`config.mk`:
```
export PLATFORM = sky130hd
export DESIGN_NAME = rls_sequencer
export DESIGN_NICKNAME = d
export VERILOG_FILES = /design/src/rtl/rls_pkg.sv /design/src/rtl/rls_sequencer.sv
export SDC_FILE = /design/constraint.sdc
export NUM_CORES = 1
export LEC_CHECK = 0
export BUFFER_PORTS_ARGS = -buffer_cell sky130_fd_sc_hd__buf_2
export CAP_MARGIN = 10
export CORE_ASPECT_RATIO = 1.5
export CORE_MARGIN = 2
export CORE_UTILIZATION = 30
export DETAILED_ROUTE_END_ITERATION = 7
export HOLD_SLACK_MARGIN = 0.06
export REMOVE_ABC_BUFFERS = 1
export SYNTH_ARGS = -nofsm -noshare
export SYNTH_HDL_FRONTEND = slang
export SYNTH_SLANG_ARGS = --single-unit
```
`constraint.sdc`:
```
create_clock -name mclk -period 4.7 [get_ports mclk]
set_input_delay 0.235 -clock mclk [delete_from_list [all_inputs] [get_ports mclk]]
set_output_delay 0.235 -clock mclk [all_outputs]
set_load 0.005 [all_outputs]
```
`src/rtl/rls_pkg.sv`:
```
// Package for the reset and low-power sequencer.
// Assumes a single 50 MHz clock domain and a plain register port.
package rls_pkg;
    // Register offsets and reset values.
    localparam logic [7:0] DATA_WINDOW_SELECT_OFS = 8'hC9;
    localparam logic [7:0] PROGRAM_PAGE_SELECT_OFS = 8'hCA;
    localparam logic [7:0] RAM_BANK_SELECT_OFS = 8'hCB;
    localparam logic [7:0] WATCHDOG_COUNT_OFS = 8'hD8;
    localparam logic [7:0] CONTROL_OFS = 8'hE0;
    localparam logic [7:0] STATUS_OFS = 8'hE1;
    localparam logic [7:0] WATCHDOG_COUNT_RST = 8'hFE;
    localparam logic [7:0] PRESCALER_RST = 8'h7F;
    localparam logic [7:0] TIMER_COUNT_RST = 8'hFF;
    localparam logic [11:0] RESET_VECTOR_LO = 12'hFFE;
    localparam logic [11:0] RESET_VECTOR_HI = 12'hFFF;
    // Control register field positions.
    localparam int CTL_WDG_EN_BIT = 0;
    localparam int CTL_TMR_IE_BIT = 1;
    localparam int CTL_ADC_IE_BIT = 2;
    localparam int CTL_EXT_IE_BIT = 3;
    // Timing: stabilisation delay in oscillator cycles.
    localparam int STAB_CYCLES = 2048;
    localparam int CNT_W = 12;
    // Sequencer states.
    typedef enum logic [2:0] {
        RLS_RESET = 3'b000,
        RLS_STAB = 3'b001,
        RLS_VEC_LO = 3'b010,
        RLS_VEC_HI = 3'b011,
        RLS_RUN = 3'b100,
        RLS_WAIT = 3'b101,
        RLS_STOP = 3'b110
    } rls_state_t;
    // Register access request.
    typedef struct packed {
        logic [7:0] addr;
        logic [7:0] wdata;
        logic wr;
        logic rd;
    } rls_bus_t;
    // Wake sources from the core and peripherals.
    typedef struct packed {
        logic tmr_irq;
        logic adc_irq;
        logic ext_irq;
    } rls_irq_t;
endpackage

```
`src/rtl/rls_sequencer.sv`:
```
// Reset and low-power sequencer: reset pin, power-on, watchdog, WAIT/STOP.
// Assumes mclk is the oscillator, rst is the power-on detector pulse, and
// the reset pin is driven open-drain by this block with a pull-up.
//
// Contract
// During reset, I/O are pulled-up inputs and no instruction runs.
// Power-on waits oscillator stabilisation before first fetch.
// Count 2048 cycles after pin high before releasing reset.
// Stay in reset while pin low; release starts only when high.
// Power-on pulse alone starts the reset procedure.
// External circuit holds pin low on slow supply ramps.
// Watchdog end of count pulls pin low; reset when pin reads low.
// Watchdog reset clears watchdog, releasing pull-down and pin rises.
// Reset clears stack and loads PC from vector at FFE/FFF.
// Start masked in non-maskable mode; return instruction unmasks.
// On that return, pending interrupt is serviced first.
// Reset keeps window, page and bank selects; clears others.
// Reset sets timer prescaler to 7F and count to FF.
// Reset presets watchdog count at D8 to FE.
// WAIT halts execution, keeps state, clock keeps running.
// Enabled timer or converter interrupt ends WAIT.
// Interrupt leaves WAIT with no stabilisation delay.
// STOP is available only with watchdog disabled.
// STOP gates the oscillator and waits for interrupt or reset.
// Interrupt leaving STOP waits full stabilisation first.
// Reset in WAIT or STOP runs the full reset procedure.
// From main program, any interrupt wakes; handler then resume. Any interrupt ends WAIT here, but only ext_irq ends STOP.
// STOP with watchdog active acts as WAIT.
// WAIT or STOP is refused while an enabled interrupt pends.
// STOP exit delay reuses the 2048-cycle reset counter.
//
// The address-and-strobe port was chosen for this implementation.
`timescale 1ns/100ps
module rls_sequencer #(
    parameter int STAB_COUNT = rls_pkg::STAB_CYCLES
) (
    input wire logic mclk,
    input wire logic rst,
    input wire logic reset_pin_in,
    output logic reset_pin_out,
    output logic reset_pin_oe,
    input wire rls_pkg::rls_bus_t bus,
    output logic [7:0] rdata,
    input wire rls_pkg::rls_irq_t irq,
    input wire logic wait_req,
    input wire logic stop_req,
    input wire logic return_from_handler_instruction,
    input wire logic wdg_tick,
    input wire logic wdg_refresh,
    input wire logic [7:0] rom_data,
    output logic [11:0] rom_addr,
    output logic core_run,
    output logic io_reset,
    output logic osc_enable,
    output logic nmi_mode,
    output logic service_pending,
    output logic stack_clear,
    output logic [11:0] pc_load,
    output logic pc_load_en,
    output logic [7:0] timer_prescaler,
    output logic [7:0] timer_count_register
);
    import rls_pkg::*;

    rls_state_t state_reg;
    rls_state_t state_next;
    logic [2:0] pin_sync_reg;
    logic pin_level_reg;
    logic [CNT_W-1:0] stab_cnt_reg;
    logic [7:0] data_window_select_reg;
    logic [7:0] program_page_select_reg;
    logic [7:0] ram_bank_select_reg;
    logic [7:0] watchdog_count_reg;
    logic [3:0] control_reg;
    logic wdg_pull_reg;
    logic [7:0] vec_lo_reg;
    logic stab_done;
    logic irq_enabled;
    logic any_irq;
    logic wdg_on;

    localparam logic [CNT_W-1:0] STAB_LAST = CNT_W'(STAB_COUNT - 1);

    // Reset pin passes three flops; level changes when the last two agree.
    // The pin is asynchronous, so the first flop may go metastable; only
    // the second and third stages are ever compared or used.
    always_ff @(posedge mclk) begin
        pin_sync_reg <= {pin_sync_reg[1:0], reset_pin_in};
    end

    always_ff @(posedge mclk) begin
        if (rst) begin
            pin_level_reg <= 1'b0;
        end else if (pin_sync_reg[1] == pin_sync_reg[2]) begin
            pin_level_reg <= pin_sync_reg[2];
        end
    end

    assign wdg_on = control_reg[CTL_WDG_EN_BIT];
    assign irq_enabled = (irq.tmr_irq & control_reg[CTL_TMR_IE_BIT])
        | (irq.adc_irq & control_reg[CTL_ADC_IE_BIT])
        | (irq.ext_irq & control_reg[CTL_EXT_IE_BIT]);
    assign any_irq = irq.tmr_irq | irq.adc_irq | irq.ext_irq;
    assign stab_done = (stab_cnt_reg == STAB_LAST);

    // Next state of the sequencer.
    // A low pin overrides every state except stabilisation, which already
    // falls back to reset by itself, so no sleep state can mask a reset.
    always_comb begin
        state_next = state_reg;
        unique case (state_reg)
            RLS_RESET: begin
                if (pin_level_reg) begin
                    state_next = RLS_STAB;
                end
            end
            RLS_STAB: begin
                if (!pin_level_reg) begin
                    state_next = RLS_RESET;
                end else if (stab_done) begin
                    state_next = RLS_VEC_LO;
                end
            end
            RLS_VEC_LO: state_next = RLS_VEC_HI;
            RLS_VEC_HI: state_next = RLS_RUN;
            RLS_RUN: begin
                if (irq_enabled) begin
                    state_next = RLS_RUN;
                end else if (stop_req && !wdg_on) begin
                    state_next = RLS_STOP;
                end else if (stop_req || wait_req) begin
                    state_next = RLS_WAIT;
                end
            end
            RLS_WAIT: begin
                if (irq_enabled || any_irq) begin
                    state_next = RLS_RUN;
                end
            end
            RLS_STOP: begin
                if (irq.ext_irq) begin
                    state_next = RLS_STAB;
                end
            end
            default: state_next = RLS_RESET;
        endcase
        if (!pin_level_reg && state_reg != RLS_STAB) begin
            state_next = RLS_RESET;
        end
    end

    // State register; the power-on pulse forces reset.
    always_ff @(posedge mclk) begin
        if (rst) begin
            state_reg <= RLS_RESET;
        end else begin
            state_reg <= state_next;
        end
    end

    // Stabilisation counter runs only in the stabilisation state.
    // It restarts from zero on every entry, after reset and after STOP.
    always_ff @(posedge mclk) begin
        if (rst || state_reg != RLS_STAB) begin
            stab_cnt_reg <= '0;
        end else if (!stab_done) begin
            stab_cnt_reg <= stab_cnt_reg + 1'b1;
        end
    end

    // Watchdog pull-down: set at end of count, cleared by reset entry.
    always_ff @(posedge mclk) begin
        if (rst || state_reg == RLS_RESET) begin
            wdg_pull_reg <= 1'b0;
        end else if (wdg_on && wdg_tick && !wdg_refresh
                     && watchdog_count_reg == 8'h00) begin
            wdg_pull_reg <= 1'b1;
        end
    end

    // Watchdog count, preset on reset and reloaded by software.
    always_ff @(posedge mclk) begin
        if (rst || state_reg == RLS_RESET) begin
            watchdog_count_reg <= WATCHDOG_COUNT_RST;
        end else if (bus.wr && bus.addr == WATCHDOG_COUNT_OFS) begin
            watchdog_count_reg <= bus.wdata;
        end else if (wdg_on && wdg_tick && watchdog_count_reg != 8'h00) begin
            watchdog_count_reg <= watchdog_count_reg - 1'b1;
        end
    end

    // Control register cleared on reset.
    always_ff @(posedge mclk) begin
        if (rst || state_reg == RLS_RESET) begin
            control_reg <= '0;
        end else if (bus.wr && bus.addr == CONTROL_OFS) begin
            control_reg <= bus.wdata[3:0];
        end
    end

    // Selection registers keep contents across reset.
    always_ff @(posedge mclk) begin
        if (bus.wr && bus.addr == DATA_WINDOW_SELECT_OFS) begin
            data_window_select_reg <= bus.wdata;
        end
        if (bus.wr && bus.addr == PROGRAM_PAGE_SELECT_OFS) begin
            program_page_select_reg <= bus.wdata;
        end
        if (bus.wr && bus.addr == RAM_BANK_SELECT_OFS) begin
            ram_bank_select_reg <= bus.wdata;
        end
    end

    // Timer reset values.
    always_ff @(posedge mclk) begin
        if (rst || state_reg == RLS_RESET) begin
            timer_prescaler <= PRESCALER_RST;
            timer_count_register <= TIMER_COUNT_RST;
        end
    end

    // Read data, one cycle after the strobe.
    always_ff @(posedge mclk) begin
        if (rst) begin
            rdata <= 8'h00;
        end else if (bus.rd) begin
            unique case (bus.addr)
                DATA_WINDOW_SELECT_OFS: rdata <= data_window_select_reg;
                PROGRAM_PAGE_SELECT_OFS: rdata <= program_page_select_reg;
                RAM_BANK_SELECT_OFS: rdata <= ram_bank_select_reg;
                WATCHDOG_COUNT_OFS: rdata <= watchdog_count_reg;
                CONTROL_OFS: rdata <= {4'h0, control_reg};
                STATUS_OFS: rdata <= {5'h00, state_reg};
                default: rdata <= 8'h00;
            endcase
        end else begin
            rdata <= 8'h00;
        end
    end

    // Vector fetch and program-counter load.
    always_ff @(posedge mclk) begin
        if (rst) begin
            vec_lo_reg <= 8'h00;
            pc_load <= 12'h000;
            pc_load_en <= 1'b0;
        end else begin
            pc_load_en <= 1'b0;
            if (state_reg == RLS_VEC_LO) begin
                vec_lo_reg <= rom_data;
            end
            if (state_reg == RLS_VEC_HI) begin
                pc_load <= {rom_data[3:0], vec_lo_reg};
                pc_load_en <= 1'b1;
            end
        end
    end

    // Non-maskable mode from reset until the return instruction.
    always_ff @(posedge mclk) begin
        if (rst || state_reg == RLS_RESET) begin
            nmi_mode <= 1'b1;
            service_pending <= 1'b0;
        end else begin
            service_pending <= 1'b0;
            if (nmi_mode && return_from_handler_instruction
                && state_reg == RLS_RUN) begin
                nmi_mode <= 1'b0;
                service_pending <= irq_enabled;
            end
        end
    end

    assign rom_addr = (state_reg == RLS_VEC_HI) ? RESET_VECTOR_HI
                                                 : RESET_VECTOR_LO;
    assign stack_clear = (state_reg == RLS_RESET);
    assign io_reset = (state_reg == RLS_RESET) || (state_reg == RLS_STAB)
                      || (state_reg == RLS_VEC_LO)
                      || (state_reg == RLS_VEC_HI);
    assign core_run = (state_reg == RLS_RUN);
    assign osc_enable = (state_reg != RLS_STOP);
    assign reset_pin_out = 1'b0;
    assign reset_pin_oe = wdg_pull_reg;
endmodule

```
# --- After elaboration in Yosys (flattened, before gate mapping) ---
# Index checks and enable logic that the tools add are counted.
# Widths: inputs -> output; s select.
totals:
  ff_bits: 87
  input_bits: 37
  output_inout_bits: 57
  wordCells: 93
op_classes:
  add_sub_neg: 2
  n_eq_ne: 21
  n_mux: 14
  n_bitwise: 9
  reduce_logical: 31
op_table:
  columns: ["operator", "n"]
  rows:
  - ["$eq 8x8->1 const B", 6]
  - ["$pmux 8 s6", 1]
  - ["$mux 3", 8]
  - ["$pmux 3 s7", 1]
  - ["$mux 8", 2]
  - ["$logic_and 1x1->1", 13]
  - ["$add 12x1->12 const B", 1]
  - ["$eq 12x11->1 const B", 1]
  - ["$eq 3x3->1 const B", 3]
  - ["$logic_not 8->1", 1]
  - ["$reduce_bool 8->1", 1]
  - ["$sub 8x1->8 const B", 1]
  - ["$logic_or 1x1->1", 7]
  - ["$eq 3x2->1 const B", 2]
  - ["$ne 3x3->1 const B", 2]
  - ["$reduce_or 2->1", 3]
  - ["$reduce_and 5->1", 1]
  - ["$ne 2x2->1 const B", 2]
  - ["$ne 4x1->1 const B", 1]
  - ["$or 1x1->1", 4]
  - ["$and 1x1->1", 3]
  - ["$eq 3x1->1 const B", 1]
  - ["$logic_not 1->1", 3]
  - ["$logic_not 3->1", 1]
  - ["6 further kinds", 8]

# --- Logic depth before layout (Yosys ltp) ---
logic_depth:
  ltp_word: 6
  mapped_depth: 7
  depth_no_buf: 6

# --- Least setup slack after synthesis ---
# Ideal clock, no wire load.
synth_path:
  path_type: "input to register"
  startpoint: "input port bus[10] (netlist bit)"
  endpoint: "register data_window_select_reg[0] (enable)"
  setup_ns: 0.398
  t_arrival_ns: 1.777
  required_ns: 4.302
  path_slack_ns: 2.525
  path_stages: 3
  n_path_buf: 2
  cell_sequence: "buf_2 -> buf_1 -> nor4b_1"
synth_via:
  elab_chain_cells: 2
synth_lines:
  columns: ["item", "line", "text"]
  rows:
  - ["start, declared", "rls_sequencer.sv:42", "input wire rls_pkg::rls_bus_t bus,"]
  - ["$eq 8x8->1", "rls_sequencer.sv:203", "if (bus.wr && bus.addr == DATA_WINDOW_SELECT_OFS) begin"]
  - ["$logic_and 1x1->1", "rls_sequencer.sv:203", null]
  - ["end signal, assigned", "rls_sequencer.sv:204", "data_window_select_reg <= bus.wdata;"]
  - ["end, declared", "rls_sequencer.sv:70", "logic [7:0] data_window_select_reg;"]
# No other way between the ends.
# A chain may end at the register's enable or synchronous reset.

# --- Final worst setup path ---
layout_path:
  startpoint: "register state_reg[0]"
  endpoint: "output port rom_addr[0]"
layout_via:
  elab_chain_cells: 2
layout_lines:
  columns: ["item", "line", "text"]
  rows:
  - ["start, declared", "rls_sequencer.sv:65", "rls_state_t state_reg;"]
  - ["start signal, assigned", "rls_sequencer.sv:157", "state_reg <= state_next;"]
  - ["$eq 3x2->1", "rls_sequencer.sv:274", "assign rom_addr = (state_reg == RLS_VEC_HI) ? RESET_VECTOR_HI"]
  - ["$mux 1", "rls_sequencer.sv:274", null]
  - ["end, declared", "rls_sequencer.sv:51", "output logic [11:0] rom_addr,"]
# No other way between the ends.

==> flow_summary.json <==
{
  "worstSetupEndpointType": "primary output",
  "grt_max_degree": 28,
  "cap_violations": 0,
  "wire_per_inst_um": 15.0,
  "ir_worst_vdd_v": 0.000169,
  "setup_tns_ns": 0,
  "multiInputGateArea_mm2": 0.00186,
  "finalSetupViolCount": 0,
  "ys_async_sr_fraction_pct": 0,
  "path_clk_slew_ns": 0.06,
  "drt_first_pass_iters": 4,
  "core_area_mm2": 0.0134,
  "crit_family": "buffers and inverters",
  "htreeDepth": 3,
  "powerDensity_mw_per_mm2": 329,
  "skew_ns": 0.00561,
  "yosys.area_share.adder_pct": 0.919,
  "critPathMaxFanout": 15,
  "syn-cell-area_mm2": 0.00409,
  "cp_num_cells": 3,
  "r2r_cells": 4,
  "relSlewSlack_pct": 44.9,
  "post_cts_buffers": 0,
  "met1_usage_pct": 14.5,
  "detail-route-antenna-nets": 0,
  "synthDistinctLibCells": 71,
  "nFillCells": 1378,
  "cp-start-kind": "flip-flop",
  "power.leakage_nw": 1.77,
  "crit_arrival_ns": 2.07,
  "seq_power_share_pct": 49.9,
  "crit_buf_inv": 2,
  "pwr-share-comb_pct": 4.1,
  "rsz0062_at_grt": "false",
  "min-delay-start": "rom_data[4]",
  "synth_mux_area_share_pct": 6.25,
  "status": "complete, no violations",
  "r2r_end": "state_reg[2]",
  "yosys_warnings": 0,
  "slew_viol_final": 0,
  "period_needed_ns": 2.31,
  "finalCritPeriodShare_pct": 49.1,
  "syn_inst": 406,
  "postCtsResizedCells": 0,
  "worstMarginPinSlew_ns": 0.819,
  "tritoncts": "done",
  "via_per_inst": 4.85,
  "synth.avg_cell_area_um2": 10.1,
  "io_buffers": 65,
  "antenna_found_initial": 0,
  "clock_latency_ns": 0.34,
  "synth_edf_count": 24,
  "gr-total-overflow": 0,
  "clock.fmax_ghz": 0.433,
  "ys.flop_type": "dfxtp_1",
  "num_io_pins": 94,
  "critPathKind": "flip-flop to primary output",
  "grt_pass1_wl_um": 15100,
  "crit_slowest_cell": "dfxtp_1",
  "endpoint": "rom_addr[0]",
  "reg2reg_slack_ns": 2.76,
  "fin_nets": 501,
  "power.share.clock_pct": 45.9,
  "fp.dieW_um": 99.3,
  "setup_slack_ns": 2.39,
  "synth_compound_area_share_pct": 13.0,
  "fin_util_pct": 35.1,
  "diodes": 0,
  "synth.yosys.seq_area_share_pct": 48.5,
  "crit_chain": "nand3_1, inv_1, buf_2",
  "hold_class": "input pin to flip-flop",
  "rr_startpoint": "state_reg[0]",
  "startpoint": "state_reg[0]",
  "synth_seq_cells": 87,
  "synth_simple_gate_area_share_pct": 21.1,
  "globalplace.congestion": 0.845,
  "grtUsageMet2_pct": 23.4,
  "cellInternalPower_mw": 1.21,
  "drcViolationCount": 0,
  "grt-busiest-layer": "met2",
  "required_ns": 4.47,
  "switching_share_pct": 21.8,
  "cts.sinks": 87,
  "area_growth_pct": 15.2,
  "preCtsSetupSlack_ns": 2.70,
  "vias": 3043,
  "regArea_mm2": 0.00198,
  "cts_buffer_depth": 2,
  "die_area_mm2": 0.0146,
  "max_stage_delay_ns": 0.54,
  "cts_root_buf": "clkbuf_16",
  "switchingPower_mw": 0.337,
  "dpl.hpwl_um": 7150,
  "start_util_pct": 30.5,
  "ctsHoldBuffers": 1,
  "dieHeight_um": 147,
  "drt_iter0_drc": 90,
  "rows": 52,
  "wl_um": 9400,
  "cts_buffers": 9,
  "synthXorXnorAreaFrac_pct": 1.72,
  "first_global_vias": 3049,
  "synth_top_family_by_area": "simple AND/OR/NAND/NOR gates",
  "grt_usage_pct": 13.3,
  "hold_viol_final": 0,
  "globalRouteMet3Util_pct": 3.47,
  "drive_gt1_share_pct": 23.4
}
-- worst reg2reg max path, delay by kind of cell, from the launching register on --
kind | cells | cell delay, ns
AO/OA/AOI/OAI | 1 | 0.24
buffers and inverters | 1 | 0.52
flip-flops | 1 | 0.54
AND/OR/NAND/NOR | 2 | 0.56
-- through the flow --
step	instance area [um^2]	std cells	total power, mW	hold slack, ns
6_report	4700	628	1.55	0.137
3_3_place_gp	4400	611	0.852	0.311
4_1_cts	4700	628	1.57	0.124
5_1_grt	4700	628	1.61	0.121
2_1_floorplan	3860	383	0.817	0.263
3_5_place_dp	4400	611	0.854	0.313
-- cells in the final DEF (no fill, tap or decap), types with 3 or more instances in the layout --
cell,count
dfxtp_1,63
or3_1,3
a22oi_1,8
ha_1,3
edfxtp_1,24
a211oi_1,3
inv_1,5
and3_1,4
a21oi_1,27
nor2b_1,4
nor3_1,10
nand3b_1,3
nand2_1,45
o22a_1,3
nor2_1,38
or4_1,3
mux2i_1,21
o21ai_0,3
a31oi_1,4
xnor2_1,7
nand2b_1,4
o22a_2,5
nand3_1,4
nor4bb_1,3
o21bai_1,3
conb_1,28
o31ai_1,3
buf_2,65
clkbuf_16,9
mux2_2,3
o21ai_1,5
-- cell families (layout without fill, tap and decap cells) --
family / Yosys count / in the layout
AND/OR/NAND/NOR: 150 / 150
flip-flops: 87 / 87
AO/OA/AOI/OAI: 77 / 77
buffers and inverters: 54 / 88
multiplexers: 25 / 25
XOR/XNOR: 8 / 8
adder cells (fa/ha/maj): 3 / 3
other: 2 / 28
-- cells in the mapped netlist, types with 4 or more instances --
master	number	share of area (%)
dfxtp_1	63	31
nand2_1	45	4.1
nor2_1	38	3.5
buf_4	28	5.1
a21oi_1	27	3.3
edfxtp_1	24	18
mux2i_1	21	5.1
nor3_1	10	1.2
clkbuf_1	9	0.83
a22oi_1	8	1.5
buf_2	8	0.98
xnor2_1	7	1.5
inv_1	5	0.46
o21ai_1	5	0.61
o22a_2	5	1.2
a31oi_1	4	0.61
and3_1	4	0.61
nand2b_1	4	0.61
nand3_1	4	0.49
nor2b_1	4	0.61
-- final cells by class --
| cell class | instances | share of cell area, % |
|---|---|---|
| flip-flops and latches | 87 | 42.1 |
| inverters | 5 | 0.399 |
| multi-input cells | 291 | 39.5 |
| repair buffers | 67 | 7.29 |
| clock buffers | 10 | 4.87 |
| clock inverters | 6 | 1.46 |
| well taps | 162 | 4.31 |
-- power by group through the flow --
stage / combinational, mW / sequential (mW) / clock, mW
floorplan: 0.0267 / 0.790 / 0
global placement: 0.0622 / 0.790 / 0
detailed placement: 0.0638 / 0.790 / 0
CTS: 0.0646 / 0.773 / 0.730
global route: 0.0717 / 0.773 / 0.762
finish: 0.0641 / 0.774 / 0.712
-- how the worst min path moves through the flow --
stage          slack, ns                    endpoint  cells past startpoint
6_report            0.14               vec_lo_reg[4]                      3
5_1_grt             0.12  program_page_select_reg[7]                      1
4_1_cts             0.12               vec_lo_reg[4]                      3
3_5_place_dp        0.31             pin_sync_reg[1]                      0
3_3_place_gp        0.31             pin_sync_reg[1]                      0
2_1_floorplan       0.26             pin_sync_reg[0]                      0
-- layer usage --
layer | up-vias | part of all wire (%)
li1 | 1510 | -
met1 | 1429 | 39
met2 | 85 | 52
met3 | 19 | 5.4
met4 | 0 | 3.2
met5 | - | 0
Note: power is estimated with default switching activity, not from simulation.
